--- src/logic/kah_defs.svh ---
`ifndef KAH_DEFS_SVH
`define KAH_DEFS_SVH

// Host port addresses
`define KAH_ADDR_DATA      8'h54
`define KAH_ADDR_DIAG      8'h55
`define KAH_ADDR_HSHK      8'h56
`define KAH_ADDR_CTRL      8'h57
`define KAH_ADDR_ARST      8'h58

// Control and reset write values
`define KAH_CTRL_CONFIG    8'hC3
`define KAH_CTRL_IRQ_ON    8'h09
`define KAH_CTRL_IRQ_OFF   8'h08
`define KAH_ARST_ACTIVATE  8'h01
`define KAH_ARST_RELEASE   8'h00

// Handshake port bit positions
`define KAH_HS_OB_EMPTY    7
`define KAH_HS_IRQ_EN      6
`define KAH_HS_IB_FULL     5
`define KAH_HS_CONFIGURED  4
`define KAH_HS_IRQ         3
`define KAH_HS_ID_HI       2
`define KAH_HS_ID_LO       0

// Command field inside the high write byte
`define KAH_CMD_HI         12
`define KAH_CMD_LO         8
`define KAH_CMD_EXT        13

// Interrupt identifier of the self-test completion
`define KAH_ID_SELFTEST    3'h6

// Least adapter reset time
`define KAH_RST_MIN_NS     10000
`define KAH_CLK_NS         50
`define KAH_RST_MIN_CYC    ((`KAH_RST_MIN_NS + `KAH_CLK_NS - 1) / `KAH_CLK_NS)

`endif

--- src/logic/kah_pkg.sv ---
package kah_pkg;

  // Byte from the microcontroller with its identifier
  typedef struct packed {
    logic [2:0] id;
    logic [7:0] data;
  } kah_ib_entry_t;

  // Byte and command from the host to the microcontroller
  typedef struct packed {
    logic       ext;
    logic [4:0] cmd;
    logic [7:0] data;
  } kah_ob_entry_t;

  typedef enum logic [1:0] {
    KAH_AR_HOLD,
    KAH_AR_ARMED,
    KAH_AR_RUN
  } kah_arst_state_t;

endpackage

--- src/logic/kah_port.sv ---
`timescale 1ns/1ns
`include "kah_defs.svh"


module kah_fifo #(
  parameter int WIDTH = 11,
  parameter int DEPTH = 32
) (
  // Clock and reset
  input  wire logic             ref_clk,
  input  wire logic             arst_n,
  input  wire logic             flush,
  // Fill side
  input  wire logic             in_valid,
  output logic                  in_ready,
  input  wire logic [WIDTH-1:0] in_data,
  // Drain side
  output logic                  out_valid,
  input  wire logic             out_ready,
  output logic      [WIDTH-1:0] out_data
);
  localparam int AW = $clog2(DEPTH);

  logic [WIDTH-1:0] mem [DEPTH];
  logic [AW-1:0]    wr_ptr_reg;
  logic [AW-1:0]    rd_ptr_reg;
  logic [AW:0]      count_reg;
  logic [AW:0]      count_next;
  logic             ready_reg;
  logic             push;
  logic             pop;

  assign push      = in_valid && ready_reg;
  assign pop       = out_valid && out_ready;
  assign in_ready  = ready_reg;
  assign out_valid = (count_reg != '0);
  assign out_data  = mem[rd_ptr_reg];

  always_comb begin
    count_next = count_reg;
    if (push && !pop) begin
      count_next = count_reg + 1'b1;
    end else if (pop && !push) begin
      count_next = count_reg - 1'b1;
    end
  end

  always_ff @(posedge ref_clk) begin
    if (push) begin
      mem[wr_ptr_reg] <= in_data;
    end
  end

  always_ff @(posedge ref_clk or negedge arst_n) begin
    if (!arst_n) begin
      wr_ptr_reg <= '0;
      rd_ptr_reg <= '0;
      count_reg  <= '0;
      ready_reg  <= 1'b1;
    end else if (flush) begin
      wr_ptr_reg <= '0;
      rd_ptr_reg <= '0;
      count_reg  <= '0;
      ready_reg  <= 1'b1;
    end else begin
      if (push) begin
        wr_ptr_reg <= wr_ptr_reg + 1'b1;
      end
      if (pop) begin
        rd_ptr_reg <= rd_ptr_reg + 1'b1;
      end
      count_reg <= count_next;
      ready_reg <= (count_next != DEPTH[AW:0]);
    end
  end

  a_fifo_no_overfill: assert property (@(posedge ref_clk)
    disable iff (!arst_n) !ready_reg |-> count_reg == DEPTH[AW:0])
    else $error("fifo full flag without full count");
endmodule // kah_fifo

module kah_port #(
  parameter int FIFO_DEPTH  = 32,
  parameter int RST_MIN_CYC = `KAH_RST_MIN_CYC
) (
  // Clock, power-on reset and system reset
  input  wire logic       ref_clk,
  input  wire logic       arst_n,
  input  wire logic       sys_reset,
  // Host I/O port
  input  wire logic [7:0] host_addr,
  input  wire logic [15:0] host_wdata,
  input  wire logic       io_write_strobe,
  input  wire logic       io_read_strobe,
  output logic      [7:0] host_rdata,
  output logic            host_irq,
  // Diagnostic sense input
  input  wire logic [7:0] diag_sense_port,
  // Microcontroller inbound side
  input  wire logic       ib_valid,
  output logic            ib_ready,
  input  wire logic [2:0] ib_id,
  input  wire logic [7:0] ib_data,
  // Microcontroller outbound side
  output logic            ob_valid,
  output logic      [7:0] ob_data,
  output logic      [4:0] ob_cmd,
  output logic            ob_cmd_ext,
  input  wire logic       ob_ack,
  // Microcontroller reset and status
  output logic            mcu_rst_n,
  output logic            selftest_posted
);
  kah_pkg::kah_ib_entry_t  fifo_in;
  kah_pkg::kah_ib_entry_t  fifo_out;
  kah_pkg::kah_ob_entry_t  ob_reg;
  kah_pkg::kah_ib_entry_t  ib_reg;
  kah_pkg::kah_arst_state_t ar_state_reg;
  logic                    fifo_out_valid;
  logic                    fifo_in_ready;
  logic                    ib_load;
  logic                    ib_full_reg;
  logic                    ob_full_reg;
  logic                    configured_reg;
  logic                    irq_en_reg;
  logic                    irq_reg;
  logic                    mcu_rst_n_reg;
  logic                    selftest_reg;
  logic [7:0]              rdata_reg;
  logic [7:0]              handshake_port;
  logic [15:0]             ar_cnt_reg;
  logic                    wr_data;
  logic                    wr_ctrl;
  logic                    wr_arst;
  logic                    rd_data;
  logic                    adapter_rst;

  assign wr_data = io_write_strobe && host_addr == `KAH_ADDR_DATA;
  assign wr_ctrl = io_write_strobe && host_addr == `KAH_ADDR_CTRL;
  assign wr_arst = io_write_strobe && host_addr == `KAH_ADDR_ARST;
  assign rd_data = io_read_strobe && host_addr == `KAH_ADDR_DATA;
  assign adapter_rst = (ar_state_reg != kah_pkg::KAH_AR_RUN);

  assign fifo_in.id   = ib_id;
  assign fifo_in.data = ib_data;

  // Inbound bytes queue here while the host has not read
  kah_fifo #(
    .WIDTH ($bits(kah_pkg::kah_ib_entry_t)),
    .DEPTH (FIFO_DEPTH)
  ) u_ib_fifo (
    .ref_clk   (ref_clk),
    .arst_n    (arst_n),
    .flush     (adapter_rst),
    .in_valid  (ib_valid),
    .in_ready  (fifo_in_ready),
    .in_data   (fifo_in),
    .out_valid (fifo_out_valid),
    .out_ready (!ib_full_reg && configured_reg),
    .out_data  (fifo_out)
  );

  assign ib_ready = fifo_in_ready;
  assign ib_load  = fifo_out_valid && !ib_full_reg && configured_reg;

  // power-on, system reset or activate write
  // release honoured only after least hold time
  always_ff @(posedge ref_clk or negedge arst_n) begin
    if (!arst_n) begin
      ar_state_reg <= kah_pkg::KAH_AR_HOLD;
      ar_cnt_reg   <= '0;
    end else if (sys_reset ||
                 (wr_arst && host_wdata[7:0] == `KAH_ARST_ACTIVATE)) begin
      ar_state_reg <= kah_pkg::KAH_AR_HOLD;
      ar_cnt_reg   <= '0;
    end else begin
      case (ar_state_reg)
        kah_pkg::KAH_AR_HOLD: begin
          if (ar_cnt_reg == 16'(RST_MIN_CYC - 1)) begin
            ar_state_reg <= kah_pkg::KAH_AR_ARMED;
          end else begin
            ar_cnt_reg <= ar_cnt_reg + 16'h0001;
          end
        end
        kah_pkg::KAH_AR_ARMED: begin
          if (wr_arst && host_wdata[7:0] == `KAH_ARST_RELEASE) begin
            ar_state_reg <= kah_pkg::KAH_AR_RUN;
          end
        end
        kah_pkg::KAH_AR_RUN: begin
          ar_state_reg <= kah_pkg::KAH_AR_RUN;
        end
        default: begin
          ar_state_reg <= kah_pkg::KAH_AR_HOLD;
        end
      endcase
    end
  end

  // controller held while adapter reset stands
  always_ff @(posedge ref_clk or negedge arst_n) begin
    if (!arst_n) begin
      mcu_rst_n_reg <= 1'b0;
    end else begin
      mcu_rst_n_reg <= !adapter_rst;
    end
  end

  // configured flag only cleared at power-on; irq enable also cleared by control writes
  always_ff @(posedge ref_clk or negedge arst_n) begin
    if (!arst_n) begin
      configured_reg <= 1'b0;
      irq_en_reg     <= 1'b0;
    end else if (wr_ctrl) begin
      if (host_wdata[7:0] == `KAH_CTRL_CONFIG) begin
        configured_reg <= 1'b1;
        irq_en_reg     <= 1'b0;
      end else if (host_wdata[7:0] == `KAH_CTRL_IRQ_ON) begin
        irq_en_reg <= configured_reg;
      end else if (host_wdata[7:0] == `KAH_CTRL_IRQ_OFF) begin
        irq_en_reg <= 1'b0;
      end
    end
  end

  // command bits latched with the byte
  always_ff @(posedge ref_clk or negedge arst_n) begin
    if (!arst_n) begin
      ob_full_reg <= 1'b0;
      ob_reg      <= '0;
    end else if (wr_data && !ob_full_reg && configured_reg) begin
      ob_full_reg <= 1'b1;
      ob_reg.data <= host_wdata[7:0];
      ob_reg.cmd  <= host_wdata[`KAH_CMD_HI:`KAH_CMD_LO];
      ob_reg.ext  <= host_wdata[`KAH_CMD_EXT];
    end else if (ob_ack || adapter_rst) begin
      ob_full_reg <= 1'b0;
    end
  end

  // inbound buffer; load wins over read
  always_ff @(posedge ref_clk or negedge arst_n) begin
    if (!arst_n) begin
      ib_full_reg <= 1'b0;
      ib_reg      <= '0;
    end else if (ib_load) begin
      ib_full_reg <= 1'b1;
      ib_reg      <= fifo_out;
    end else if (rd_data) begin
      ib_full_reg <= 1'b0;
    end
  end

  always_ff @(posedge ref_clk or negedge arst_n) begin
    if (!arst_n) begin
      selftest_reg <= 1'b0;
    end else if (adapter_rst) begin
      selftest_reg <= 1'b0;
    end else if (ib_load && fifo_out.id == `KAH_ID_SELFTEST) begin
      selftest_reg <= 1'b1;
    end
  end

  // bits 7 and 5 carry buffer handshake, 6 and 4 interface state
  // bits 2 to 0 show the inbound id
  always_comb begin
    handshake_port = '0;
    handshake_port[`KAH_HS_OB_EMPTY]   = !ob_full_reg;
    handshake_port[`KAH_HS_IRQ_EN]     = irq_en_reg;
    handshake_port[`KAH_HS_IB_FULL]    = ib_full_reg;
    handshake_port[`KAH_HS_CONFIGURED] = configured_reg;
    handshake_port[`KAH_HS_IRQ]        = irq_reg;
    handshake_port[`KAH_HS_ID_HI:`KAH_HS_ID_LO] = ib_reg.id;
  end

  // interrupt from a full inbound buffer
  // masking gates both the host request and handshake bit 3
  always_ff @(posedge ref_clk or negedge arst_n) begin
    if (!arst_n) begin
      irq_reg <= 1'b0;
    end else begin
      irq_reg <= irq_en_reg && ib_full_reg && !rd_data;
    end
  end

  always_ff @(posedge ref_clk or negedge arst_n) begin
    if (!arst_n) begin
      rdata_reg <= '0;
    end else if (io_read_strobe) begin
      case (host_addr)
        `KAH_ADDR_DATA: rdata_reg <= ib_reg.data;
        `KAH_ADDR_DIAG: rdata_reg <= diag_sense_port;
        `KAH_ADDR_HSHK: rdata_reg <= handshake_port;
        default:        rdata_reg <= '0;
      endcase
    end
  end

  assign host_rdata      = rdata_reg;
  assign host_irq        = irq_reg;
  assign ob_valid        = ob_full_reg;
  assign ob_data         = ob_reg.data;
  assign ob_cmd          = ob_reg.cmd;
  assign ob_cmd_ext      = ob_reg.ext;
  assign mcu_rst_n       = mcu_rst_n_reg;
  assign selftest_posted = selftest_reg;

  a_irq_masked: assert property (@(posedge ref_clk)
    disable iff (!arst_n) !irq_en_reg |=> !irq_reg)
    else $error("interrupt raised while masked");
  a_irq_raised: assert property (@(posedge ref_clk)
    disable iff (!arst_n) irq_en_reg && ib_full_reg && !rd_data |=> irq_reg)
    else $error("interrupt not raised on full inbound buffer");
  a_ob_latch_cmd: assert property (@(posedge ref_clk)
    disable iff (!arst_n) wr_data && !ob_full_reg && configured_reg |=>
      ob_full_reg && ob_cmd == $past(host_wdata[`KAH_CMD_HI:`KAH_CMD_LO]))
    else $error("command bits not latched with outbound byte");
  a_ob_refused: assert property (@(posedge ref_clk)
    disable iff (!arst_n) ob_full_reg |=> $stable(ob_data))
    else $error("full outbound buffer overwritten");
  a_ib_full_set: assert property (@(posedge ref_clk)
    disable iff (!arst_n) ib_load |=> handshake_port[`KAH_HS_IB_FULL])
    else $error("inbound full flag not set on load");
  a_hs_ob_empty: assert property (@(posedge ref_clk)
    disable iff (!arst_n) handshake_port[`KAH_HS_OB_EMPTY] == !ob_valid)
    else $error("handshake empty bit disagrees with buffer");
  a_rst_holds: assert property (@(posedge ref_clk)
    disable iff (!arst_n) ar_state_reg == kah_pkg::KAH_AR_HOLD && !wr_arst
      |=> !mcu_rst_n [*2])
    else $error("controller released without release write");
  a_cfg_survives: assert property (@(posedge ref_clk)
    disable iff (!arst_n) configured_reg && sys_reset |=> configured_reg)
    else $error("interface configuration lost on adapter reset");
  a_sys_reset: assert property (@(posedge ref_clk)
    disable iff (!arst_n) sys_reset |=> ##1 !mcu_rst_n)
    else $error("system reset did not hold controller");
  a_diag_read: assert property (@(posedge ref_clk)
    disable iff (!arst_n) io_read_strobe && host_addr == `KAH_ADDR_DIAG |=>
      host_rdata == $past(diag_sense_port))
    else $error("diagnostic sense read wrong");
endmodule // kah_port

--- config.mk ---
export PLATFORM = sky130hd
export DESIGN_NAME = kah_port
export DESIGN_NICKNAME = d
export VERILOG_FILES = /design/src/logic/kah_pkg.sv /design/src/logic/kah_port.sv
export VERILOG_INCLUDE_DIRS = /design/src /design/src/logic
export SDC_FILE = /design/constraint.sdc
export NUM_CORES = 1
export LEC_CHECK = 0
export CAP_MARGIN = 25
export CELL_PAD_IN_SITES_DETAIL_PLACEMENT = 1
export CELL_PAD_IN_SITES_GLOBAL_PLACEMENT = 2
export CORE_AREA = 2 2 212 214
export DETAILED_ROUTE_END_ITERATION = 16
export DIE_AREA = 0 0 214 216
export DONT_BUFFER_PORTS = 1
export PLACE_DENSITY = 0.75
export SYNTH_ARGS = -nofsm -noshare
export SYNTH_HDL_FRONTEND = slang
export SYNTH_HIERARCHICAL = 1
export SYNTH_SLANG_ARGS = --single-unit
--- constraint.sdc ---
create_clock -name ref_clk -period 2.4 [get_ports ref_clk]
set_input_delay 0.48 -clock ref_clk [delete_from_list [all_inputs] [get_ports ref_clk]]
set_output_delay 0.48 -clock ref_clk [all_outputs]
set_load 0.01 [all_outputs]
Word level (Yosys, flattened, before mapping). Memories as Yosys holds them, arrays and structs flattened. Cells that the tools add are included.

Register bits after elaboration: 75. Bits in writable memories: 352. Bits of input ports: 50. Output and inout bits: 27. Word-level logic and storage cells: 110. Memories kept: 1.

Memories: u_ib_fifo.mem (depth 32, width 11, read ports 1, clocked after Yosys merged registers in 0, wr ports 1, RTL line kah_port.sv:24) `logic [WIDTH-1:0] mem [DEPTH];`.

Add/subtract/negate cells: 5. Eq/ne operators: 18. Multiplexer cells: 27. Reduce and logical (&&, ||, !) cells: 40.

Operators by type and width (number): $mux W16 (3); $eq A8 B7 Y1 const B (5); $pmux W8 S3 (1); $mux W5 (4); $logic_and A1 B1 Y1 (18); $mux W6 (3); $add A16 B1 Y16 const B (1); $eq A16 B8 Y1 const B (1); $eq A8 B4 Y1 const B (2); $mux W1 (12); $reduce_bool A2 Y1 (6); $add A5 B1 Y5 const B (2); $eq A8 B1 Y1 const B (1); $eq A8 B8 Y1 const B (1); $logic_not A8 Y1 (1); $reduce_and A2 Y1 (4); $add A6 B1 Y6 const B (1); $logic_not A1 Y1 (6); $mux W2 (3); $ne A3 B3 Y1 const B (2); $ne A6 B6 Y1 const B (1); $pmux W2 S3 (1); $reduce_bool A6 Y1 (1); $sub A6 B1 Y6 const B (1); other kinds (7) (9).

Depth between registers and ports, before layout. Gate-level depths: netlist (run 1).

Depth in word-level cells: 8. Gate-level depth with buffers: 11. Mapped depth without buffers: 9.

Cells and area by module. The synthesis (run 1) kept the hierarchy.

By module, submodules not included: kah_fifo (times used 1, cells each 676, area each 14647.8 um2, sequential area each 10996.8 um2); kah_port (times used 1, cells each 248, area each 2816.5 um2, sequential area each 1451.4 um2).

Least setup slack after synthesis (run 1). No wires, ideal clock.

Kind: reg-to-reg. From: register u_ib_fifo.count_reg[0]. To: register ib_reg, in the netlist handshake_port[0]. Library setup time: 0.125 ns. Data arrival time: 2.232 ns. Required time: 2.275 ns. Path slack: 0.043 ns. Stages on the path, launching flop included: 10. Path buffers: 2. Period minus slack after synthesis: 2.357 ns. Path through: dfrtp_1 > clkbuf_1 > inv_1 > ha_1 > or4b_4 > nor2_1 > inv_1 > nand2_1 > buf_1 > mux2_2.

Cells in the longest elaborated chain, start to end: 3.

Ends and longest elaborated chain: from (decl) (RTL line kah_port.sv:27) `logic [AW:0] count_reg;`; from (signal assigned) (RTL line kah_port.sv:72) `count_reg <= count_next;`; $reduce_bool A6 Y1 (RTL line kah_port.sv:36) `assign out_valid = (count_reg != '0);`; net fifo_out_valid (RTL line kah_port.sv:119) `logic fifo_out_valid;`; $logic_and A1 B1 Y1 (2 in a row) (RTL line kah_port.sv:164) `assign ib_load = fifo_out_valid && !ib_full_reg && configured_reg;`; to (signal assigned) (RTL line kah_port.sv:248) `ib_reg <= fifo_out;`; to (decl) (RTL line kah_port.sv:117) `kah_pkg::kah_ib_entry_t ib_reg;`.

The timed path passes the listed nets, and every way through them passes these cells. A chain may end at the register's enable or synchronous reset.

==> metrics.csv, run 1 <==
metric;value;unit
clock-sinks;427;
drt_iter0_markers;695;
ir_worst_vdd;449;uV
finalWeightedCongestion;0.762;
antenna_found_initial;1;
synth.largest_area_cell;edfxtp_1;
synthCells;924;
holdPathEnd;ob_cmd[3]$_DFFE_PN0P_;
post_dp_cell_area;0.0186;sq mm
async_reset_ff_frac;0.176;
yosys-top-cells-area;edfxtp_1, mux4_2, dfrtp_1;
r2r_cells;8;
fmax;0.376;GHz
dieHeight;216;um
cp.required;2860;ps
core_region_area;0.0438;sq mm
multi_input_area;0.00475;sq mm
first_global_vias;9644;
regArea;0.0125;sq mm
layout.nets;1097;
clock_latency;580;ps
cts_tree;done;
end_kind;register;
hold_class;input port to register;
slowest_delay;510;ps
path_clk_slew;60;ps
max-cap-violations;0;
io_buffers;0;
numCtsBuffers;44;
r2r_start;u_ib_fifo/rd_ptr_reg[0]$_DFFE_PN0P_;
setup_violations;12;
arrival;3120;ps
fin_area;0.0207;sq mm
grt_max_degree;76;
violations;negative setup slack;
synth-edff-count;352;
post-place-ws;-282;ps
drt_wl_total;40700;um
period_minus_slack;2660;ps
num-fill-cells;4075;
hold_viol;0;
overflow;0;
worstHoldStart;host_wdata[11];
relSlewSlack;0.341;
die_area;0.0462;sq mm
yosysSeqAreaShare;0.713;
diodes;0;
cpMaxStageDelayCell;dfrtp_4;
grt_pass1_wl;62000;um
drt_pass1_iterations;4;
status;finished with violations;
ys.flop_type;edfxtp_1;
p_per_area;716;mW/mm^2
rows;77;
final_cell_mix;edfxtp_1, mux4_2, nor2_1, dfrtp_1, buf_4;
synth_cell_types;62;
grtUsageTotal;0.179;
worst_slack;-257;ps
skew;20.7;ps
final_common_cell;edfxtp_1;
synth_top_area_frac;0.605;
root_buffer;clkbuf_16;
criticalPathCategory;register to register;
syn-cell-area;0.0175;sq mm
drv_slew;0;
yosys_register_bits;427;
r2r_end;ib_reg[5]$_DFFE_PN0P_;
initial_core_util;0.398;
worst_slew_pin_slew;985;ps
cts.path.max_buffers;3;
path_cells;buf_12 -> buf_12 -> buf_12 -> buf_12 -> mux4_2 -> mux4_2 -> mux2_4 -> mux2_4;
rsz0062_at_grt;true;
ys_warn_count;6;
vias;8854;
largest_register_ffs;352;
tns;-2440;ps
drc;0;
ctsHtreeMaxLevel;2;
post-route-period-util;1.11;
dp_hpwl;25100;um
regToRegSetupSlack;-260;ps
cp-start-kind;register;
num_io_pins;77;
avgSynthCellArea;18.9;sq um
cp_max_fo;7;
hold_depth;1;
whs;53.0;ps
drive_gt1_frac;0.291;
leakage;0.00697;uW
postRouteAntennaNets;0;
path_common_cell;buf_12;
routedWlPerCell;24.6;um
syn2layout_area_growth;18.2;%
fp.dieW;214;um
syn-num-nets;987;
vias_per_cell;5.36;
power.total;14800;uW
[worst max path at each step]
stage / from / end / slack (ps) / cells after the start
after floorplan: u_ib_fifo/count_reg[0]$_DFF_PN0_ / handshake_port[0]$_DFFE_PN0P_ / 40 / 9
after global placement: u_ib_fifo/rd_ptr_reg[0]$_DFFE_PN0P_ / ib_reg[6]$_DFFE_PN0P_ / -230 / 6
after detailed placement: u_ib_fifo/rd_ptr_reg[0]$_DFFE_PN0P_ / ib_reg[6]$_DFFE_PN0P_ / -280 / 6
after CTS: u_ib_fifo/rd_ptr_reg[0]$_DFFE_PN0P_ / ib_reg[6]$_DFFE_PN0P_ / -250 / 7
after global routing: u_ib_fifo/rd_ptr_reg[0]$_DFFE_PN0P_ / ib_reg[3]$_DFFE_PN0P_ / -300 / 8
final: u_ib_fifo/rd_ptr_reg[0]$_DFFE_PN0P_ / ib_reg[5]$_DFFE_PN0P_ / -260 / 8
[cells in the mapped netlist (all sizes together), types with 2 or more instances]
cell type  number
xor2           18
o21ai           3
nand2b          3
nand4bb         2
mux2i          12
inv            20
dfrtp          74
and4            3
nand3          12
mux4          110
or4             2
o22ai           8
nor3            6
and3            7
xnor2           5
nor2           78
nor2b           6
and2            5
buf            25
a21oi          14
ha             13
o2111ai         3
clkbuf         24
edfxtp        352
nand3b          4
nand4          10
o21a            2
nand2          31
nand4b          2
nor4            2
and3b           3
a31oi           2
a211oi          4
mux2           38
nor4b           3
[critical path: cells and delay by family, from the launching register on]
family	cells	cell delay [ps]
mux	4	1460
buf+inv	4	580
flops	1	510
[logic make-up after synthesis]
group,after synthesis,share of synthesized area
adders and majority gates,13,0.00931
muxes,160,0.175
DFF,427,0.713
buffers and inverters,69,0.0185
xor gates and xnor gates,23,0.0115
and+or+nand+nor,186,0.0552
AOI/OAI and AO/OA,46,0.0175
[final cells by class]
type,instances,share of cell area
Tap cell,592,0.0359
Timing Repair Buffer,113,0.0630
Multi-Input combinational cell,428,0.230
Sequential cell,427,0.603
Clock inverter,17,0.00788
Clock buffer,56,0.0565
Inverter,20,0.00364
[repair_timing]
| action | 4_1_cts | 5_1_grt |
|---|---|---|
| pin swaps | 0 | 2 |
| gates resized for setup | 22 | 9 |
| hold endpoints to repair | 371 | 0 |
| setup endpoints to repair | 12 | 12 |
| cloned | 4 | 0 |
| buffers inserted | 8 | 2 |
| hold buffers | 26 | 0 |
[where the power goes]
part,internal (uW),switching [uW]
Clock,3640,2780
Combinational,111,209
Sequential,8040,7.70
[metrics by stage]
stage | cells | util
3_5_place_dp | 1535 | 0.424
6_report | 1653 | 0.471
4_1_cts | 1646 | 0.468
5_1_grt | 1653 | 0.471
2_1_floorplan | 924 | -
3_3_place_gp | 1535 | 0.424
[metal layers]
| layer | share of wire | vias to the layer above | global-route usage |
|---|---|---|---|
| met5 | 0 | - | 0 |
| met4 | 0.019 | 0 | 0.0392 |
| met3 | 0.056 | 58 | 0.0400 |
| met2 | 0.48 | 237 | 0.292 |
| met1 | 0.44 | 4671 | 0.247 |
| li1 | - | 3888 | - |
Note: power is estimated with default switching activity, not from simulation.
==> inputs of run 2 (changes only) <==
--- a/config.mk
+++ b/config.mk
@@ -13,6 +13,7 @@
 export DETAILED_ROUTE_END_ITERATION = 16
 export DIE_AREA = 0 0 214 216
 export DONT_BUFFER_PORTS = 1
+export HOLD_SLACK_MARGIN = 0.12
 export PLACE_DENSITY = 0.75
 export SYNTH_ARGS = -nofsm -noshare
 export SYNTH_HDL_FRONTEND = slang
==> constraint.sdc (replaced) <==
create_clock -name ref_clk -period 2.4 [get_ports ref_clk]
set_input_delay 0.72 -clock ref_clk [delete_from_list [all_inputs] [get_ports ref_clk]]
set_output_delay 0.72 -clock ref_clk [all_outputs]
set_load 0.01 [all_outputs]
==> run 2 against run 1 <==
Net effect: the flow still finishes with violations (negative setup slack); highest routed layer unchanged; global-route usage shrank 0.50 points; worst setup slack improved by 20 ps; flip-flop and latch count stayed put; non-clock buffer count down 27; largest cell class unchanged; sequential share of layout area up 0.68 points; largest power group unchanged; worst hold slack improved by 190 ps; final cell count fell by 1.3%; core utilization down 0.52 points; combinational power is 51% lower; wire length fell by 3.6%.
==> metrics.csv, run 2 (same netlist as run 1, synthesis figures left out) <==
metric;value;unit;change
status;finished with violations;;
violations;negative setup slack;;
criticalPathCategory;register to register;;
regToRegSetupSlack;-240;ps;+20 ps
fmax;0.379;GHz;+0.75%
overflow;0;;unchanged
postRouteAntennaNets;0;;unchanged
worstHoldStart;ob_ack;;
core_region_area;0.0438;sq mm;unchanged
dieHeight;216;um;unchanged
routedWlPerCell;24.0;um;-2.4%
first_global_vias;9466;;-1.8%
max-cap-violations;0;;unchanged
finalWeightedCongestion;0.775;;+1.7%
num-fill-cells;4073;;-0.049%
r2r_cells;7;;-1
drt_wl_total;39200;um;-3.6%
root_buffer;clkbuf_16;;
cp_top_family;multiplexers;;
rsz0062_at_grt;true;;
largest_register_ffs;352;;unchanged
hold_viol;0;;unchanged
vias_per_cell;5.41;;+0.98%
drc;0;;unchanged
cpMaxStageDelayCell;mux4_2;;
drv_slew;0;;unchanged
drt_iter0_markers;573;;-18%
cp.required;2850;ps;about the same
syn2layout_area_growth;16.9;%;
r2r_start;u_ib_fifo/rd_ptr_reg[0]$_DFFE_PN0P_;;
worst_slack;-237;ps;+19.9 ps
setup_violations;12;;unchanged
worst_slew_pin_slew;749;ps;-237 ps
relSlewSlack;0.501;;+0.160
layout.nets;1070;;-2.5%
layoutNonFillerInstCount;1632;;-1.3%
numCtsBuffers;44;;unchanged
dp_hpwl;25100;um;-0.13%
hold_class;input port to register;;
period_minus_slack;2640;ps;-19.9 ps
ctsHtreeMaxLevel;2;;unchanged
drive_gt1_frac;0.295;;+0.00396
cp-start-kind;register;;
grtUsageTotal;0.174;;-0.00497
final_util;0.466;;-0.00522
clock-sinks;427;;unchanged
p_per_area;736;mW/mm^2;+2.7%
fp.dieW;214;um;unchanged
path_cells;buf_12 -> buf_12 -> buf_6 -> mux4_2 -> mux4_2 -> mux2_4 -> mux2_2;;
cts.path.max_buffers;3;;unchanged
antenna_found_initial;1;;unchanged
die_area;0.0462;sq mm;unchanged
end_kind;register;;
grt_max_degree;76;;unchanged
path_clk_slew;60;ps;about the same
drt_pass1_iterations;6;;+2
grt_pass1_wl;60800;um;-1.9%
cp_num_buf_inv;3;;-1
rows;77;;unchanged
leakage;0.00686;uW;-1.6%
io_buffers;0;;unchanged
skew;18.9;ps;-1.81 ps
placedCellCount;1541;;+0.39%
holdPathEnd;ob_valid$_DFFE_PN0P_;;
post-route-period-util;1.10;;-0.00828
clock_latency;570;ps;about the same
num_io_pins;77;;unchanged
hold_depth;1;;unchanged
final_cell_mix;edfxtp_1, mux4_2, nor2_1, dfrtp_1, buf_4;;
regArea;0.0125;sq mm;unchanged
power.total;15000;uW;+1.6%
multi_input_area;0.00473;sq mm;-0.45%
startpoint;u_ib_fifo/rd_ptr_reg[0]$_DFFE_PN0P_;;
r2r_end;ib_reg[1]$_DFFE_PN0P_;;
cp_max_fo;6;;-1
vias;8827;;-0.30%
initial_core_util;0.398;;unchanged
slowest_delay;570;ps;+60 ps
ir_worst_vdd;419;uV;-6.7%
diodes;0;;unchanged
cts_tree;done;;
arrival;3090;ps;-30 ps
final_common_cell;edfxtp_1;;
==> run 2: cell count changes in the layout (fill, tap and decap cells not counted), moves of 2 or more <==
cell | before | now
buf_8 | 3 | 1
bufinv_16 | 2 | 4
dlygate4sd3_1 | 23 | 1
inv_6 | 2 | 0
clkinv_1 | 6 | 8
mux2_2 | 16 | 21
mux2_4 | 22 | 17
==> run 2: power by group <==
part	leakage [uW]	switching, uW	total [uW]	internal, uW
sequential	0.00420	8.33	8050	8040
clock	0.000700	2780	6820	4030
combinational	0.00196	90.4	156	65.6
==> run 2: layer usage <==
layer | share of wire | vias up | global-route usage
li1 | - | 3840 | -
met1 | 0.43 | 4719 | 0.233
met2 | 0.49 | 213 | 0.285
met3 | 0.056 | 55 | 0.0399
met4 | 0.026 | 0 | 0.0527
met5 | 0 | - | 0
==> run 2: worst max path at each step <==
stage / endpoint / slack (ps) / cells past startpoint
2_1_floorplan: u_ib_fifo/mem[10][0]$_DFFE_PP_ / -7 / 5
3_3_place_gp: ib_reg[0]$_DFFE_PN0P_ / -250 / 6
3_5_place_dp: ib_reg[6]$_DFFE_PN0P_ / -270 / 6
4_1_cts: ib_reg[1]$_DFFE_PN0P_ / -210 / 7
5_1_grt: ib_reg[1]$_DFFE_PN0P_ / -260 / 7
6_report: ib_reg[1]$_DFFE_PN0P_ / -240 / 7
==> run 2: worst reg2reg max path, stage by stage, from the launching register on <==
cell,delay (ps)
dfrtp_4,500
buf_12,170
buf_12,150
buf_6,120
mux4_2,460
mux4_2,570
mux2_4,310
mux2_2,260
==> run 2: stage by stage <==
stage                     setup TNS (ps)  setup slack (ps)  area, sq um  hold WS, ps
after CTS                          -2150              -215        20400          207
after global placement             -2690              -247        18700          426
final                              -2050              -237        20400          245
after floorplan                    -1360             -6.87        17500          424
after detailed placement           -2840              -266        18700          426
after global routing               -2530              -260        20400          216
==> run 2: area by class of cell <==
cell class              instances  share of cell area
repair buffers                 86              0.0478
flip-flops and latches        427               0.610
multi-input cells             428               0.232
clock buffers                  58              0.0601
well taps                     592              0.0363
clock inverters                21              0.0107
inverters                      20             0.00368
==> run 2: repair_timing <==
action                                 CTS  global route
hold buffers                             2             0
gates cloned                             4             0
endpoints found under the hold margin   75             0
buffers inserted                         6             0
setup endpoints to repair               12            12
resized for setup                       22             4
==> inputs of run 3 (changes only) <==
--- a/config.mk
+++ b/config.mk
@@ -15,6 +15,7 @@
 export DONT_BUFFER_PORTS = 1
 export HOLD_SLACK_MARGIN = 0.12
 export PLACE_DENSITY = 0.75
+export SKIP_LAST_GASP = 1
 export SYNTH_ARGS = -nofsm -noshare
 export SYNTH_HDL_FRONTEND = slang
 export SYNTH_HIERARCHICAL = 1
==> constraint.sdc (replaced) <==
create_clock -name ref_clk -period 2.4 [get_ports ref_clk]
set_input_delay 0.24 -clock ref_clk [delete_from_list [all_inputs] [get_ports ref_clk]]
set_output_delay 0.24 -clock ref_clk [all_outputs]
set_load 0.01 [all_outputs]
==> run 3 against run 2 <==
Net effect: the run still ends with negative setup slack left; non-clock buffer count is 78 higher; largest power group unchanged; fmax about the same; via count grew 5.6%; power up 0.14%; critical path depth fell by 1; largest cell class unchanged; flip-flop and latch count did not move; core utilization grew 1.8 points; final cell count up 5.0%.
==> metrics.csv, run 3 (same netlist as run 1, synthesis figures left out) <==
metric;value;unit;change
slowest_delay;580;ps;about the same
power_frac_clock;0.440;;-0.014
grt_max_degree;76;;unchanged
regArea;0.0125;sq mm;unchanged
skew;32.3;ps;+13.4 ps
max-cap-violations;0;;unchanged
fp.dieW;214;um;unchanged
antenna_found_initial;3;;+2
root_buffer;clkbuf_16;;
drc;0;;unchanged
post-route-period-util;1.10;;about the same
drive_gt1_frac;0.291;;-0.00386
status;finished with violations;;
drt_iter0_markers;786;;+37%
p_per_area;709;mW/mm^2;-3.6%
whs;210;ps;-35.2 ps
hold_viol;0;;unchanged
fmax;0.380;GHz;about the same
period_minus_slack;2630;ps;-2.43 ps
num-fill-cells;4063;;-0.25%
arrival;3090;ps;about the same
placedCellCount;1547;;+0.39%
worstHoldStart;io_write_strobe;;
syn2layout_area_growth;21.5;%;
hold_class;input port to register;;
leakage;0.00723;uW;+5.4%
dp_hpwl;26500;um;+5.7%
numCtsBuffers;44;;unchanged
cts.path.max_buffers;3;;unchanged
cpMaxStageDelayCell;mux4_2;;
cp.required;2850;ps;about the same
drv_slew;0;;unchanged
seqPwrFrac;0.535;;about the same
rows;77;;unchanged
layout.nets;1148;;+7.3%
core_region_area;0.0438;sq mm;unchanged
path_clk_slew;60;ps;about the same
fin_area;0.0212;sq mm;+3.9%
r2r_start;u_ib_fifo/rd_ptr_reg[0]$_DFFE_PN0P_;;
ctsHtreeMaxLevel;2;;unchanged
final_common_cell;edfxtp_1;;
finalWeightedCongestion;0.775;;about the same
criticalPathCategory;register to register;;
largest_register_ffs;352;;unchanged
worst_slack;-234;ps;+2.43 ps
post_dp_cell_area;0.0187;sq mm;+0.17%
drt_wl_total;44000;um;+12%
setup_violations;12;;unchanged
vias_per_cell;5.44;;+0.58%
grtUsageTotal;0.194;;+0.0195
grt_pass1_wl;66400;um;+9.1%
violations;negative setup slack;;
clock_latency;580;ps;about the same
postRouteAntennaNets;0;;unchanged
initial_core_util;0.398;;unchanged
rsz0062_at_grt;true;;
final_cell_mix;edfxtp_1, mux4_2, nor2_1, dfrtp_1, buf_4;;
power.net_switching;3030;uW;+5.2%
die_area;0.0462;sq mm;unchanged
routedWlPerCell;25.7;um;+6.7%
overflow;0;;unchanged
num_io_pins;77;;unchanged
first_global_vias;9994;;+5.6%
relSlewSlack;0.560;;+0.0594
worst_slew_pin_slew;650;ps;-98.3 ps
io_buffers;0;;unchanged
post-place-ws;-251;ps;+15.2 ps
vias;9324;;+5.6%
startpoint;u_ib_fifo/rd_ptr_reg[0]$_DFFE_PN0P_;;
ir_worst_vdd;581;uV;+39%
cts_tree;done;;
cp_max_fo;7;;+1
layoutNonFillerInstCount;1714;;+5.0%
dieHeight;216;um;unchanged
combPwrFrac;0.025;;+0.015
path_common_cell;mux4_2;;
end_kind;register;;
cp-start-kind;register;;
drt_pass1_iterations;7;;+1
path_cells;buf_12 -> buf_8 -> mux4_2 -> mux4_2 -> mux2_4 -> mux2_2;;
p_int;12000;uW;-1.1%
switching_share;0.202;;+0.00972
multi_input_area;0.00472;sq mm;-0.24%
clock-sinks;427;;unchanged
power.total;15000;uW;+0.14%
==> run 3: changes by cell type in the layout (fill, tap and decap cells not counted), moves of 3 or more <==
cell and delta:
dlygate4sd3_1 +60, buf_12 +10, buf_4 +9, buf_6 -3, buf_8 +3, clkinv_2 +3
diode_2 +3, mux2_2 +3, mux2_4 -3
==> run 3: worst paths after layout <==
check	end	slack [ps]	cells after the start
setup / recovery	ib_reg[6]$_DFFE_PN0P_	-230	6
hold / removal	ob_data[2]$_DFFE_PN0P_	210	3
setup reg to reg	ib_reg[6]$_DFFE_PN0P_	-230	6
hold reg to reg	handshake_port[2]$_DFFE_PN0P_	510	1
max in group asynchronous	u_ib_fifo/rd_ptr_reg[1]$_DFFE_PN0P_	1780	2
min in group asynchronous	ar_cnt_reg[13]$_DFFE_PN0P_	250	2
==> run 3: power by group through the flow <==
stage,logic (uW),clock network (uW),registers [uW]
2_1_floorplan,88.9,0,8200
3_3_place_gp,116,0,8200
3_5_place_dp,118,0,8210
4_1_cts,369,6770,8050
5_1_grt,404,7030,8050
6_report,375,6620,8050
==> run 3: area by class of cell <==
type / count / share of cell area
timing repair buffer: 164 / 0.0864
inverter: 20 / 0.00354
sequential: 427 / 0.587
clock buffer: 61 / 0.0583
clock inverter: 19 / 0.00725
multi-input combinational: 428 / 0.222
antenna: 3 / 0.000354
tap: 592 / 0.0349
==> run 3: critical path: cells and delay by family, from the launching register on <==
| kind | cells | cell delay [ps] |
|---|---|---|
| mux | 4 | 1660 |
| flops | 1 | 540 |
| buf+inv | 2 | 300 |
==> run 3: routing by layer <==
layer  share of wire  vias up  wire length (um)  GRT usage
met5               0        -                 0          0
met4           0.022        0               968     0.0576
met3           0.063       66              2760     0.0406
met2            0.48      299             21100      0.312
met1            0.44     4942             19100      0.266
li1                -     4017                 -          -
==> run 3: through the flow <==
stage | util | TNS [ps]
2_1_floorplan | - | 0
3_3_place_gp | 0.427 | -1970
3_5_place_dp | 0.427 | -2060
4_1_cts | 0.482 | -2340
5_1_grt | 0.484 | -2860
6_report | 0.484 | -2300
==> run 3: timing repair <==
item / in CTS / in global routing
gates resized for setup: 15 / 9
hold buffers: 72 / 0
endpoints found under the setup margin: 12 / 14
hold endpoints to repair: 476 / 0
buffers inserted: 7 / 1
gates cloned: 3 / 0
